--- src/hw/flash_seq_params.svh ---
`ifndef FLASH_SEQ_PARAMS_SVH
`define FLASH_SEQ_PARAMS_SVH

// register byte offsets
`define FS_OFF_CTRL      8'h00
`define FS_OFF_STAT      8'h04
`define FS_OFF_BOOT      8'h08
`define FS_OFF_LOCK      8'h0C

// control register bit positions
`define FS_BIT_EN        0
`define FS_BIT_BUSY      6
`define FS_CODE_W        5

// legal five-bit command codes
`define FS_CODE_NONE     5'h00
`define FS_CODE_FILL     5'h01
`define FS_CODE_ERASE    5'h03
`define FS_CODE_WRITE    5'h05
`define FS_CODE_LOCK     5'h09
`define FS_CODE_REEN     5'h11

// arm window after a control write, in clock cycles
`define FS_ARM_CYCLES    3'h4

// boot region starts, selected by the two size fuses
`define FS_BOOT_256      14'h3F00
`define FS_BOOT_512      14'h3E00
`define FS_BOOT_1024     14'h3C00
`define FS_BOOT_2048     14'h3800

// region split and address fields
`define FS_BLOCK_START   14'h3800
`define FS_CONC_PAGES    8'hE0
`define FS_PC_W          14
`define FS_PAGE_WORDS    64
`define FS_LOCK_RESET    6'h3F

// timing: clock, calibrated RC period, programming time
`define FS_CLK_PERIOD_NS 10
`define FS_RC_PERIOD_NS  1000
`define FS_OP_MIN_US     3700
`define FS_OP_MAX_US     4500
`define FS_OP_TIME_US    4000

// bus answers
`define FS_RESP_OKAY     2'h0
`define FS_RESP_SLVERR   2'h2

`endif

--- src/hw/flash_seq_pkg.sv ---
package flash_seq_pkg;
  typedef enum logic [2:0] {
    CMD_NONE, CMD_FILL, CMD_ERASE, CMD_WRITE, CMD_LOCK, CMD_REEN
  } cmd_t;
  typedef enum logic [1:0] {ST_IDLE, ST_ARMED, ST_BUSY} seq_state_t;
endpackage

--- src/hw/op_timer_if.sv ---
`timescale 1ns/1ps
interface op_timer_if;
  logic start;
  logic busy;
  logic done;
  modport ctl (output start, input busy, input done);
  modport tmr (input start, output busy, output done);
endinterface

--- src/hw/op_timer.sv ---
`timescale 1ns/1ps
`include "flash_seq_params.svh"
module op_timer #(
  parameter int TICK_DIV = `FS_RC_PERIOD_NS / `FS_CLK_PERIOD_NS,
  parameter int OP_TICKS = `FS_OP_TIME_US * 1000 / `FS_RC_PERIOD_NS
) (
  input wire logic  aclk,
  input wire logic  rst,
  op_timer_if.tmr   tif
);
  logic [15:0] div_ff;
  logic [15:0] ticks_ff;
  logic        busy_ff;
  logic        done_ff;
  logic        rc_tick;

  // enable pulse standing in for the calibrated rc oscillator
  assign rc_tick = (div_ff == 16'(TICK_DIV - 1));
  assign tif.busy = busy_ff;
  assign tif.done = done_ff;

  always_ff @(posedge aclk) begin
    if (rst || tif.start || rc_tick) begin
      div_ff <= 16'h0000;
    end else begin
      div_ff <= div_ff + 16'h0001;
    end
  end

  // duration counts rc ticks only, never cpu cycles
  always_ff @(posedge aclk) begin
    if (rst) begin
      busy_ff  <= 1'b0;
      done_ff  <= 1'b0;
      ticks_ff <= 16'h0000;
    end else begin
      done_ff <= 1'b0;
      if (tif.start && !busy_ff) begin
        busy_ff  <= 1'b1;
        ticks_ff <= 16'h0000;
      end else if (busy_ff && rc_tick) begin
        if (ticks_ff == 16'(OP_TICKS - 1)) begin
          busy_ff <= 1'b0;
          done_ff <= 1'b1;
        end else begin
          ticks_ff <= ticks_ff + 16'h0001;
        end
      end
    end
  end
endmodule // op_timer

--- src/hw/flash_self_program_sequencer.sv ---
// What this block does
// - a reset during erase or write lets it finish while supply stays good
// - every program operation is timed from the calibrated rc tick
// - erase, write and lock write each stay busy 3.7 ms to 4.5 ms
// - two size fuses pick boot region start; boot reset address equals it
// - words below 0x3800 are concurrent-read region, above are blocking
// - flash word address is a 14-bit program counter value
// - a page holds 64 words, word position is pc bits 5:0
// - erase and write take page from z bits 14:7
// - z bits 6:1 pick buffer word on fill; zero on page write
// - z bit 0 is zero for store commands and is ignored
// - during erase or write only the blocking region may be fetched
// - control write arms the store for four cycles, then self-clears
// - program to concurrent region sets busy flag; re-enable or fill clears
//
// The implementer's own choices: the register addresses and the AXI4-Lite register port.
`timescale 1ns/1ps
`include "flash_seq_params.svh"
module flash_self_program_sequencer
  import flash_seq_pkg::*;
#(
  parameter int TICK_DIV = `FS_RC_PERIOD_NS / `FS_CLK_PERIOD_NS,
  parameter int OP_TICKS = `FS_OP_TIME_US * 1000 / `FS_RC_PERIOD_NS
) (
  input  wire logic        aclk,
  input  wire logic        aresetn,
  input  wire logic        supply_good,
  input  wire logic [7:0]  s_axi_awaddr,
  input  wire logic        s_axi_awvalid,
  output logic             s_axi_awready,
  input  wire logic [31:0] s_axi_wdata,
  input  wire logic [3:0]  s_axi_wstrb,
  input  wire logic        s_axi_wvalid,
  output logic             s_axi_wready,
  output logic [1:0]       s_axi_bresp,
  output logic             s_axi_bvalid,
  input  wire logic        s_axi_bready,
  input  wire logic [7:0]  s_axi_araddr,
  input  wire logic        s_axi_arvalid,
  output logic             s_axi_arready,
  output logic [31:0]      s_axi_rdata,
  output logic [1:0]       s_axi_rresp,
  output logic             s_axi_rvalid,
  input  wire logic        s_axi_rready,
  input  wire logic        boot_size_fuse_hi,
  input  wire logic        boot_size_fuse_lo,
  input  wire logic        eeprom_write_busy_bit,
  input  wire logic        store_strobe,
  input  wire logic [15:0] z_pointer,
  input  wire logic [15:0] store_data,
  input  wire logic [13:0] fetch_addr,
  output logic             fetch_allowed,
  output logic             cpu_halt,
  output logic [13:0]      boot_start_addr,
  output logic             flash_erase,
  output logic             flash_write,
  output logic [7:0]       flash_page,
  input  wire logic [5:0]  buf_rd_index,
  output logic [15:0]      buf_rd_data,
  output logic [5:0]       lock_bits
);
  localparam int WORDS = `FS_PAGE_WORDS;

  ////////////////////////////////////////////////////////////////////////////
  // decode helpers
  function automatic logic in_blocking_region(input logic [`FS_PC_W-1:0] a);
    in_blocking_region = (a >= `FS_BLOCK_START);
  endfunction

  function automatic cmd_t decode_code(input logic [`FS_CODE_W-1:0] c);
    case (c)
      `FS_CODE_FILL:  decode_code = CMD_FILL;
      `FS_CODE_ERASE: decode_code = CMD_ERASE;
      `FS_CODE_WRITE: decode_code = CMD_WRITE;
      `FS_CODE_LOCK:  decode_code = CMD_LOCK;
      `FS_CODE_REEN:  decode_code = CMD_REEN;
      default:        decode_code = CMD_NONE;
    endcase
  endfunction

  function automatic logic [`FS_CODE_W-1:0] encode_cmd(input cmd_t c);
    case (c)
      CMD_FILL:  encode_cmd = `FS_CODE_FILL;
      CMD_ERASE: encode_cmd = `FS_CODE_ERASE;
      CMD_WRITE: encode_cmd = `FS_CODE_WRITE;
      CMD_LOCK:  encode_cmd = `FS_CODE_LOCK;
      CMD_REEN:  encode_cmd = `FS_CODE_REEN;
      default:   encode_cmd = `FS_CODE_NONE;
    endcase
  endfunction

  ////////////////////////////////////////////////////////////////////////////
  // state
  seq_state_t        st_ff;
  cmd_t              cmd_ff;
  logic [2:0]        arm_cnt_ff;
  logic [7:0]        page_ff;
  logic              halt_ff;
  logic [5:0]        lock_data_ff;
  logic [5:0]        lock_ff;
  logic              region_busy_ff;
  logic [WORDS-1:0]  filled_ff;
  logic [15:0]       buf_ff [WORDS];
  logic              fetch_ok_ff;
  logic [13:0]       boot_ff;
  logic [15:0]       buf_rd_ff;

  logic              aw_got_ff, w_got_ff, awready_ff, wready_ff, bvalid_ff;
  logic [7:0]        awaddr_ff;
  logic [31:0]       wdata_ff;
  logic [3:0]        wstrb_ff;
  logic [1:0]        bresp_ff;
  logic              arready_ff, rvalid_ff;
  logic [31:0]       rdata_ff;
  logic [1:0]        rresp_ff;

  logic              nxt_aw_got, nxt_w_got, do_write, ctrl_wr, eng_rst;
  logic              store_go, fill_go, reen_go, prog_go;
  cmd_t              wr_cmd;
  logic [31:0]       nxt_rdata;
  logic              nxt_rerr;

  op_timer_if tif ();

  op_timer #(.TICK_DIV(TICK_DIV), .OP_TICKS(OP_TICKS)) u_timer (
    .aclk (aclk),
    .rst  (eng_rst),
    .tif  (tif.tmr)
  );

  // the engine ignores a system reset while a flash operation runs
  assign eng_rst = !supply_good || (!aresetn && (st_ff != ST_BUSY));

  ////////////////////////////////////////////////////////////////////////////
  // axi4-lite write side
  assign do_write   = aw_got_ff && w_got_ff && !bvalid_ff;
  assign nxt_aw_got = (aw_got_ff && !do_write) || (s_axi_awvalid && awready_ff);
  assign nxt_w_got  = (w_got_ff && !do_write) || (s_axi_wvalid && wready_ff);
  assign ctrl_wr    = do_write && (awaddr_ff == `FS_OFF_CTRL) && wstrb_ff[0];
  assign wr_cmd     = decode_code(wdata_ff[`FS_CODE_W-1:0]);

  always_ff @(posedge aclk) begin
    if (!aresetn) begin
      aw_got_ff  <= 1'b0;
      w_got_ff   <= 1'b0;
      awready_ff <= 1'b0;
      wready_ff  <= 1'b0;
      awaddr_ff  <= 8'h00;
      wdata_ff   <= 32'h0000_0000;
      wstrb_ff   <= 4'h0;
    end else begin
      aw_got_ff  <= nxt_aw_got;
      w_got_ff   <= nxt_w_got;
      awready_ff <= !nxt_aw_got;
      wready_ff  <= !nxt_w_got;
      if (s_axi_awvalid && awready_ff) begin
        awaddr_ff <= s_axi_awaddr;
      end
      if (s_axi_wvalid && wready_ff) begin
        wdata_ff <= s_axi_wdata;
        wstrb_ff <= s_axi_wstrb;
      end
    end
  end

  always_ff @(posedge aclk) begin
    if (!aresetn) begin
      bvalid_ff <= 1'b0;
      bresp_ff  <= `FS_RESP_OKAY;
    end else if (do_write) begin
      bvalid_ff <= 1'b1;
      // only the control register is writable; the rest answer with an error
      bresp_ff  <= (awaddr_ff == `FS_OFF_CTRL) ? `FS_RESP_OKAY : `FS_RESP_SLVERR;
    end else if (s_axi_bready) begin
      bvalid_ff <= 1'b0;
    end
  end

  ////////////////////////////////////////////////////////////////////////////
  // axi4-lite read side
  always_comb begin
    nxt_rdata = 32'h0000_0000;
    nxt_rerr  = 1'b0;
    case (s_axi_araddr)
      `FS_OFF_CTRL: begin
        nxt_rdata[`FS_CODE_W-1:0] = (st_ff == ST_IDLE) ? `FS_CODE_NONE : encode_cmd(cmd_ff);
        nxt_rdata[`FS_BIT_BUSY]   = region_busy_ff;
      end
      `FS_OFF_STAT: nxt_rdata[3:0] = {eeprom_write_busy_bit, boot_size_fuse_hi,
                                      boot_size_fuse_lo, tif.busy};
      `FS_OFF_BOOT: nxt_rdata[13:0] = boot_ff;
      `FS_OFF_LOCK: nxt_rdata[5:0]  = lock_ff;
      default:      nxt_rerr = 1'b1;
    endcase
  end

  always_ff @(posedge aclk) begin
    if (!aresetn) begin
      arready_ff <= 1'b1;
      rvalid_ff  <= 1'b0;
      rdata_ff   <= 32'h0000_0000;
      rresp_ff   <= `FS_RESP_OKAY;
    end else if (s_axi_arvalid && arready_ff) begin
      arready_ff <= 1'b0;
      rvalid_ff  <= 1'b1;
      rdata_ff   <= nxt_rdata;
      rresp_ff   <= nxt_rerr ? `FS_RESP_SLVERR : `FS_RESP_OKAY;
    end else if (rvalid_ff && s_axi_rready) begin
      arready_ff <= 1'b1;
      rvalid_ff  <= 1'b0;
    end
  end

  ////////////////////////////////////////////////////////////////////////////
  // command sequencing
  // store enable stays set while armed or busy, which is what software polls
  // before a new command; an eeprom write also refuses the control write
  // a control write in the same cycle wins, so the timer never starts unowned
  assign store_go = (st_ff == ST_ARMED) && store_strobe && !ctrl_wr;
  assign fill_go  = store_go && (cmd_ff == CMD_FILL);
  assign reen_go  = store_go && (cmd_ff == CMD_REEN);
  assign prog_go  = store_go && (cmd_ff inside {CMD_ERASE, CMD_WRITE, CMD_LOCK});
  assign tif.start = prog_go;

  always_ff @(posedge aclk) begin
    if (eng_rst) begin
      st_ff        <= ST_IDLE;
      cmd_ff       <= CMD_NONE;
      arm_cnt_ff   <= 3'h0;
      page_ff      <= 8'h00;
      halt_ff      <= 1'b0;
      lock_data_ff <= 6'h00;
    end else begin
      case (st_ff)
        ST_IDLE, ST_ARMED: begin
          if (ctrl_wr && !eeprom_write_busy_bit && (wr_cmd != CMD_NONE)) begin
            st_ff      <= ST_ARMED;
            cmd_ff     <= wr_cmd;
            arm_cnt_ff <= `FS_ARM_CYCLES;
          end else if (prog_go) begin
            st_ff        <= ST_BUSY;
            page_ff      <= z_pointer[14:7];
            lock_data_ff <= store_data[5:0];
            // a blocking-region target stalls the cpu for the whole operation
            halt_ff      <= (cmd_ff != CMD_LOCK) &&
                            in_blocking_region({z_pointer[14:7], 6'h00});
          end else if (store_go) begin
            st_ff  <= ST_IDLE;
            cmd_ff <= CMD_NONE;
          end else if (st_ff == ST_ARMED) begin
            arm_cnt_ff <= arm_cnt_ff - 3'h1;
            if (arm_cnt_ff == 3'h1) begin
              st_ff  <= ST_IDLE;
              cmd_ff <= CMD_NONE;
            end
          end
        end
        ST_BUSY: begin
          if (tif.done) begin
            st_ff   <= ST_IDLE;
            cmd_ff  <= CMD_NONE;
            halt_ff <= 1'b0;
          end
        end
        default: st_ff <= ST_IDLE;
      endcase
    end
  end

  // lock bits only move toward programmed (zero) and survive bus reset
  always_ff @(posedge aclk) begin
    if (!supply_good) begin
      lock_ff <= `FS_LOCK_RESET;
    end else if (tif.done && (cmd_ff == CMD_LOCK) && (st_ff == ST_BUSY)) begin
      lock_ff <= lock_ff & lock_data_ff;
    end
  end

  always_ff @(posedge aclk) begin
    if (!aresetn) begin
      region_busy_ff <= 1'b0;
    end else if (prog_go && (cmd_ff != CMD_LOCK) && (z_pointer[14:7] < `FS_CONC_PAGES)) begin
      region_busy_ff <= 1'b1;
    end else if (reen_go || fill_go) begin
      region_busy_ff <= 1'b0;
    end
  end

  ////////////////////////////////////////////////////////////////////////////
  // temporary page buffer
  // each word takes one load until the buffer is erased by a page write,
  // a re-enable command or reset; a re-enable write aborts a half load
  always_ff @(posedge aclk) begin
    if (!aresetn || reen_go || (ctrl_wr && (wr_cmd == CMD_REEN))) begin
      filled_ff <= '0;
    end else if (tif.done && (cmd_ff == CMD_WRITE) && (st_ff == ST_BUSY)) begin
      filled_ff <= '0;
    end else if (fill_go) begin
      filled_ff[z_pointer[6:1]] <= 1'b1;
    end
  end

  genvar gi;
  generate
    for (gi = 0; gi < WORDS; gi++) begin : g_buf
      always_ff @(posedge aclk) begin
        if (fill_go && (z_pointer[6:1] == 6'(gi)) && !filled_ff[gi]) begin
          buf_ff[gi] <= store_data;
        end
      end
    end
  endgenerate

  ////////////////////////////////////////////////////////////////////////////
  // fetch gating, boot region, flash side outputs
  always_ff @(posedge aclk) begin
    if (!aresetn) begin
      fetch_ok_ff <= 1'b1;
    end else begin
      // concurrent region is unreadable while its flag is set or a page op runs
      fetch_ok_ff <= in_blocking_region(fetch_addr) ||
                     !(region_busy_ff || flash_erase || flash_write);
    end
  end

  always_ff @(posedge aclk) begin
    if (!aresetn) begin
      boot_ff <= `FS_BOOT_2048;
    end else begin
      case ({boot_size_fuse_hi, boot_size_fuse_lo})
        2'h3:    boot_ff <= `FS_BOOT_256;
        2'h2:    boot_ff <= `FS_BOOT_512;
        2'h1:    boot_ff <= `FS_BOOT_1024;
        default: boot_ff <= `FS_BOOT_2048;
      endcase
    end
  end

  always_ff @(posedge aclk) begin
    buf_rd_ff <= filled_ff[buf_rd_index] ? buf_ff[buf_rd_index] : 16'hFFFF;
  end

  assign s_axi_awready   = awready_ff;
  assign s_axi_wready    = wready_ff;
  assign s_axi_bvalid    = bvalid_ff;
  assign s_axi_bresp     = bresp_ff;
  assign s_axi_arready   = arready_ff;
  assign s_axi_rvalid    = rvalid_ff;
  assign s_axi_rdata     = rdata_ff;
  assign s_axi_rresp     = rresp_ff;
  assign fetch_allowed   = fetch_ok_ff;
  assign cpu_halt        = halt_ff;
  assign boot_start_addr = boot_ff;
  assign flash_erase     = (st_ff == ST_BUSY) && (cmd_ff == CMD_ERASE);
  assign flash_write     = (st_ff == ST_BUSY) && (cmd_ff == CMD_WRITE);
  assign flash_page      = page_ff;
  assign buf_rd_data     = buf_rd_ff;
  assign lock_bits       = lock_ff;
endmodule // flash_self_program_sequencer

--- config.mk ---
export PLATFORM = sky130hd
export DESIGN_NAME = flash_self_program_sequencer
export DESIGN_NICKNAME = d
export VERILOG_FILES = /design/src/hw/flash_seq_pkg.sv /design/src/hw/op_timer_if.sv /design/src/hw/op_timer.sv /design/src/hw/flash_self_program_sequencer.sv
export VERILOG_INCLUDE_DIRS = /design/src /design/src/hw
export SDC_FILE = /design/constraint.sdc
export NUM_CORES = 1
export LEC_CHECK = 0
export ABC_CLOCK_PERIOD_IN_PS = 3100
export BUFFER_PORTS_ARGS = -buffer_cell sky130_fd_sc_hd__buf_2
export CAP_MARGIN = 40
export CORE_UTILIZATION = 36
export CTS_CLUSTER_DIAMETER = 120
export CTS_CLUSTER_SIZE = 8
export DETAILED_ROUTE_END_ITERATION = 8
export GPL_TIMING_DRIVEN = 0
export PLACE_DENSITY_LB_ADDON = 0.3
export SLEW_MARGIN = 20
export SYNTH_ARGS = -nofsm -noshare
export SYNTH_HDL_FRONTEND = slang
export SYNTH_SLANG_ARGS = --single-unit
export TNS_END_PERCENT = 10
--- constraint.sdc ---
create_clock -name aclk -period 3.1 [get_ports aclk]
set_clock_uncertainty 0.2 [all_clocks]
set_input_delay 0.62 -clock aclk [delete_from_list [all_inputs] [get_ports aclk]]
set_output_delay 0.62 -clock aclk [all_outputs]
set_load 0.03 [all_outputs]
Yosys cells after proc, flatten, opt, wreduce, memory -nomap -nowiden
Memory sizes are Yosys's and may differ from the RTL's. A register that Yosys moved wholly into a read port is not among the register bits.
Cells that the tools add are included.
{"block": "classes", "shifts": 0, "n_mul": 0, "order_cmp": 6, "bitwise_logic": 5, "muxes": 366, "reduce_logical": 333, "eq_ne": 97, "n_div": 0, "add_sub_neg": 3}
{"cell": "16-bit 2-to-1 mux", "n": 63}
{"cell": "16-bit OR reduction", "n": 63}
{"cell": "6-bit 2-to-1 mux", "n": 63}
{"cell": "1-bit 2-to-1 mux", "n": 208}
{"cell": "6-bit equality test (second input constant)", "n": 32}
{"cell": "1-bit logical AND", "n": 159}
{"cell": "6-bit by 5-bit equality test with 1-bit output (second input constant)", "n": 16}
{"cell": "1-bit zero test", "n": 75}
{"cell": "64-bit OR", "n": 1}
{"cell": "6-bit by 4-bit equality test with 1-bit output (second input constant)", "n": 8}
{"cell": "11-bit one-hot mux with 3 select lines", "n": 1}
{"cell": "16-bit by 1-bit adder with 16-bit output (second input constant)", "n": 2}
{"cell": "3-bit 2-to-1 mux", "n": 10}
{"cell": "14-bit >= comparator (second input constant)", "n": 2}
{"cell": "5-bit one-hot mux with 5 select lines", "n": 1}
{"cell": "6-bit by 3-bit equality test with 1-bit output (second input constant)", "n": 4}
{"cell": "16-bit by 12-bit equality test with 1-bit output (second input constant)", "n": 1}
{"cell": "16-bit by 7-bit equality test with 1-bit output (second input constant)", "n": 1}
{"cell": "8-bit by 4-bit equality test with 1-bit output (second input constant)", "n": 2}
{"cell": "8-bit zero test", "n": 2}
{"cell": "2-bit 2-to-1 mux", "n": 8}
{"cell": "4-bit one-hot mux with 4 select lines", "n": 1}
{"cell": "3-bit one-hot mux with 5 select lines", "n": 1}
{"cell": "6-bit by 7-bit less-than comparator with 1-bit output (second input constant)", "n": 2}
{"cell": "43 further kinds", "n": 84}
{"block": "totals", "input_bits": 116, "rom_bits": 0, "latch_bits": 0, "elab_cells": 839, "n_memories": 1, "register_bits": 182, "mem_bits_rw": 1024}
{"name": "buf_ff", "words": 64, "width": 16, "read_ports": 1, "rd_clocked_by_memory_dff": 1, "write_ports": 1, "line": "flash_self_program_sequencer.sv:103", "source": "logic [15:0] buf_ff [WORDS];"}

Longest topological paths before layout
{"block": "depth", "ltp_word": 75, "mapped_depth": 9, "ltp_nobuf": 7}

Modules after synthesis
From an unflattened synthesis, not the netlist that was laid out.
{"block": "hier_totals", "cells_unflattened": 2712, "area_unflattened_um2": 46946.3}
{"module": "flash_self_program_sequencer", "seq_area_each_um2": 33712.3, "cells_per_inst": 2530, "n_inst": 1, "area_per_inst_um2": 45326.0}
{"module": "op_timer", "seq_area_each_um2": 680.7, "cells_per_inst": 182, "n_inst": 1, "area_per_inst_um2": 1620.3}

Least setup slack after synthesis
Ideal clock, no wire load.
{"block": "synth_path", "path_kind": "register to register", "from": "register bvalid_ff, in the netlist s_axi_bvalid", "to": "memory buf_ff[10][0] (enable)", "period_less_slack_ps": 3561, "arrival_time_ps": 2952, "setup_slack_ps": -461, "stages_incl_launch_ff": 8, "path_cell_list": "dfxtp_1 -> and4b_1 -> clkbuf_1 -> a311oi_1 -> buf_2 -> nand4b_1 -> clkbuf_1 -> nor3_1"}
{"block": "synth_via", "elab_chain_len": 75}
{"item": "from (decl)", "line": "flash_self_program_sequencer.sv:108", "source": "logic aw_got_ff, w_got_ff, awready_ff, wready_ff, bvalid_ff;"}
{"item": "from (signal assigned)", "line": "flash_self_program_sequencer.sv:168", "source": "bvalid_ff <= 1'b0;"}
{"item": "from (signal assigned)", "line": "flash_self_program_sequencer.sv:171", "source": "bvalid_ff <= 1'b1;"}
{"item": "from (signal assigned)", "line": "flash_self_program_sequencer.sv:175", "source": "bvalid_ff <= 1'b0;"}
{"item": "1-bit zero test *", "line": "flash_self_program_sequencer.sv:136", "source": "assign do_write = aw_got_ff && w_got_ff && !bvalid_ff;"}
{"item": "1-bit logical AND *", "line": "flash_self_program_sequencer.sv:136"}
{"item": "1-bit logical AND * (2 in a row)", "line": "flash_self_program_sequencer.sv:139", "source": "assign ctrl_wr = do_write && (awaddr_ff == `FS_OFF_CTRL) && wstrb_ff[0];"}
{"item": "1-bit zero test *", "line": "flash_self_program_sequencer.sv:219", "source": "assign store_go = (st_ff == ST_ARMED) && store_strobe && !ctrl_wr;"}
{"item": "1-bit logical AND *", "line": "flash_self_program_sequencer.sv:219"}
{"item": "1-bit logical AND *", "line": "flash_self_program_sequencer.sv:220", "source": "assign fill_go = store_go && (cmd_ff == CMD_FILL);"}
{"item": "1-bit logical AND (2 in a row)", "line": "flash_self_program_sequencer.sv:307", "source": "if (fill_go && (z_pointer[6:1] == 6'(gi)) && !filled_ff[gi]) begin"}
{"item": "1-bit 2-to-1 mux", "line": "flash_self_program_sequencer.sv:307"}
{"item": "1-bit 2-to-1 mux (not written as such)", "line": "flash_self_program_sequencer.sv:308", "source": "buf_ff[gi] <= store_data;"}
{"item": "16-bit OR reduction (no line)"}
{"item": "6-bit 2-to-1 mux (no line) / 1-bit 2-to-1 mux (equally long branches) (63 in a row)"}
{"item": "to (decl)", "line": "flash_self_program_sequencer.sv:103"}
Mark *: on every way between the ends. The rest lies on a longest branch, timed or not.

Worst setup path in the final report
{"block": "layout_path", "from": "input buf_rd_index[0]", "to": "register buf_rd_ff[0], in the netlist buf_rd_data[0] (read register of buf_ff)"}
{"block": "layout_via", "elab_chain_len": 3}
{"item": "from (decl)", "line": "flash_self_program_sequencer.sv:58", "source": "input wire logic [5:0] buf_rd_index,"}
{"item": "1-bit binary-select mux with 6-bit select", "line": "flash_self_program_sequencer.sv:340", "source": "buf_rd_ff <= filled_ff[buf_rd_index] ? buf_ff[buf_rd_index] : 16'hFFFF;"}
{"item": "1-bit 2-to-1 mux (not written as such)", "line": "flash_self_program_sequencer.sv:340"}
{"item": "1-bit zero test (no line)"}
{"item": "to (decl)", "line": "flash_self_program_sequencer.sv:106", "source": "logic [15:0] buf_rd_ff;"}
Several ways; a longest one is shown, not always the timed one. The select of a mux whose other input is x is not followed.
A chain may end at the register's enable or synchronous reset.

==> results.txt <==
PnR worst setup slack: -29.8 ps
smallest hold slack: 71.6 ps
Pre-Repair DR Iteration Count: 6
#FFs+latches synth: 1,206
grt met2 use: 0.293
setup TNS: -29.8 ps
sw frac: 0.218
CTS tree: yes
GP Congestion: 0.891
Critical-path top delay cell: mux4_2
asr flop ratio synth: 0
failing checks: negative setup slack
initial antenna violation count: 12
ANT nets after route: 0
crit-path cells: buf_6 -> buf_6 -> buf_6 -> buf_2 -> mux4_2 -> a22oi_1 -> a21oi_1 -> nor4_1 -> o21ai_1
Synth top cells by count: edfxtp_1 (1,024), mux4_2 (272), dfxtp_1 (182), a21oi_1 (135), a22oi_1 (133)
DRT Wirelength: 125,000 um
Clock Power Share: 0.461
critical path class: in -> reg
global-route wire length before repair: 181,000 um
Final Cycle Share: 1.01
Synth area leader: edfxtp_1
Post-Syn Instances: 2,550
core footprint: 128,000 um^2
PwrDens: 630 nW/um^2
Crit. End Element: flop
CTS H-tree lvls: 4
area of the mapped netlist: 46,800 um^2
layout overhead on the synthesized area: 22.5%
count leader, synth: edfxtp_1
die height: 363 um
GRT busiest layer: met2
slew margin rel.: 0.353
DRC: 0
Tmin final: 3130 ps
Via density: 5.37
global route overflow: 0
worst-path fanout max: 10
number of global-route vias before repair: 26.3k
drt wl/cell: 25.4 um
CTS sink cnt: 1,206
Max Clk Rate: 0.320 GHz
IO Port Bufs: 123
root buffer cell: clkbuf_16
Worst Path Arrival: 3500 ps
Leak: 18.5 nW
Top FF cell, synth: edfxtp_1
sequential share of the synthesized area: 0.735
layout cells sized above 1: 0.312
max-slew violations: 0
most used cell, CP: buf_6
Starting Density: 0.365
met1 Use GR: 0.263
max cap viols: 0
Least-Margin Pin Slew: 961 ps
Die Area: 131,000 um^2
Combinational Power Share: 0.050
IO Count: 205
Worst EP required: 3470 ps
TritonCTS Buffers: 168
drt first-iter violations: 2,678
EDFF count, synth: 1,024
count of final hold-check violations: 0
sw power: 7.87 mW
Chip Width: 363 um
CP startpoint kind: input port
HPWL after DPL: 84,300 um
Total GRT Usage: 0.190
top cell type's share of synthesized area: 0.657
worst vdd ir: 0.000459 V
total power: 36.1 mW
# setup viols final: 1
Layout Nets: 3,216
M3 GR Usage: 0.0497
Area contributors post-synth: edfxtp_1 (66%), mux4_2 (13%), dfxtp_1 (7.8%), a22oi_1 (2.1%), a21oi_1 (1.4%)
Cell variety after synth: 63
sequential power share: 0.489
Worst-path clk slew: 50 ps
CTS max path bufs: 3
worst stage delay on the critical path: 590 ps
largest net degree at the start of global routing: 66
Hold Crit Class: in -> reg
DR vias: 26.3k
Worst-Skew Late Latency: 770 ps
Synthesis Warnings: 0
Place WS: -1440 ps
Row Count: 131
average cell area after synthesis: 18.4 um^2
internal power: 28.2 mW
outcome: complete, but fails checks
==> cell usage in the layout (no fill, tap or decap), types with 18 or more instances in the layout <==
cell type,n
mux4_2,272
conb_1,32
nand2_1,80
clkbuf_1,132
nor4_1,24
o21ai_1,18
clkbuf_16,169
a22oi_1,115
o21a_1,38
a21boi_0,23
a21oi_1,131
nor2_1,97
edfxtp_1,1024
nand3_1,39
buf_2,140
nor3_4,41
nor3_2,23
dlygate4sd3_1,36
a22oi_2,18
buf_6,63
dfxtp_1,180
buf_4,194
==> registers in the layout, summed over array words and instances, names as in the netlist, 5 cells and up <==
signal and flops:
buf_ff 1024, awaddr_ff 8, u_timer.ticks_ff 16, lock_bits 6, s_axi_rdata 11, buf_rd_data 16
flash_page 8, wdata_ff 5, lock_data_ff 6, u_timer.div_ff 16, filled_ff 64
==> power by group through the flow <==
stage	clock [mW]	combinational, mW	sequential, mW
4_1_cts	16.9	1.80	17.7
2_1_floorplan	0	0.879	18.0
5_1_grt	17.6	1.91	17.6
6_report	16.6	1.81	17.7
3_5_place_dp	0	1.74	18.0
3_3_place_gp	0	1.69	18.0
==> metrics by stage <==
step                      instances  cell area, um^2   util
final                          4906            57300  0.447
after global routing           4903            57300  0.447
after CTS                      4880            57000  0.444
after detailed placement       4570            51300  0.400
after global placement         4432            49700  0.387
after floorplan                2580            46900      -
==> area by class of cell <==
type,instances,area [um^2]
buffer,186,1120
timing repair buffer,347,2690
multi-input combinational,1175,12200
clock buffer,239,4500
sequential,1206,34400
inverter,10,37.5
tap,1729,2160
antenna,3,7.51
clock inverter,11,210
fill,11100,71000
==> kinds of logic after synthesis <==
group | count (synthesis) | synth area share
mux | 282 | 0.133
buf+inv | 199 | 0.0227
flops | 1206 | 0.735
xor+xnor | 18 | 0.00337
other cells | 2 | 0.000160
simple gates | 439 | 0.0489
fa+ha+maj | 7 | 0.00182
compound gates | 397 | 0.0552
==> routing by layer <==
layer	wire length [um]	up-vias
met5	99	-
met4	3160	14
met3	10900	198
met2	57200	1107
met1	53100	13600
li1	-	11400
==> worst max-delay path: cells and delay by family <==
family / cells / cell delay (ps)
simple gates: 1 / 340
compound gates: 3 / 910
buf+inv: 4 / 1020
mux: 1 / 590
==> final timing paths <==
check                  startpoint         endpoint  slack (ps)  cells past startpoint
setup reg to reg     s_axi_bvalid   buf_ff[26][11]          80                     11
hold / removal    s_axi_araddr[2]   s_axi_rdata[6]          70                      4
hold reg to reg   lock_data_ff[0]  lock_data_ff[0]         260                      2
setup / recovery  buf_rd_index[0]   buf_rd_data[0]         -30                      9
==> what timing repair did <==
item,4_1_cts,5_1_grt
hold buffers,36,0
pin swaps,24,10
endpoints found under the hold margin,35,0
setup endpoints to repair,1047,404
setup buffers,26,19
resized for setup,92,44
Power figures use the tool's default switching activity.
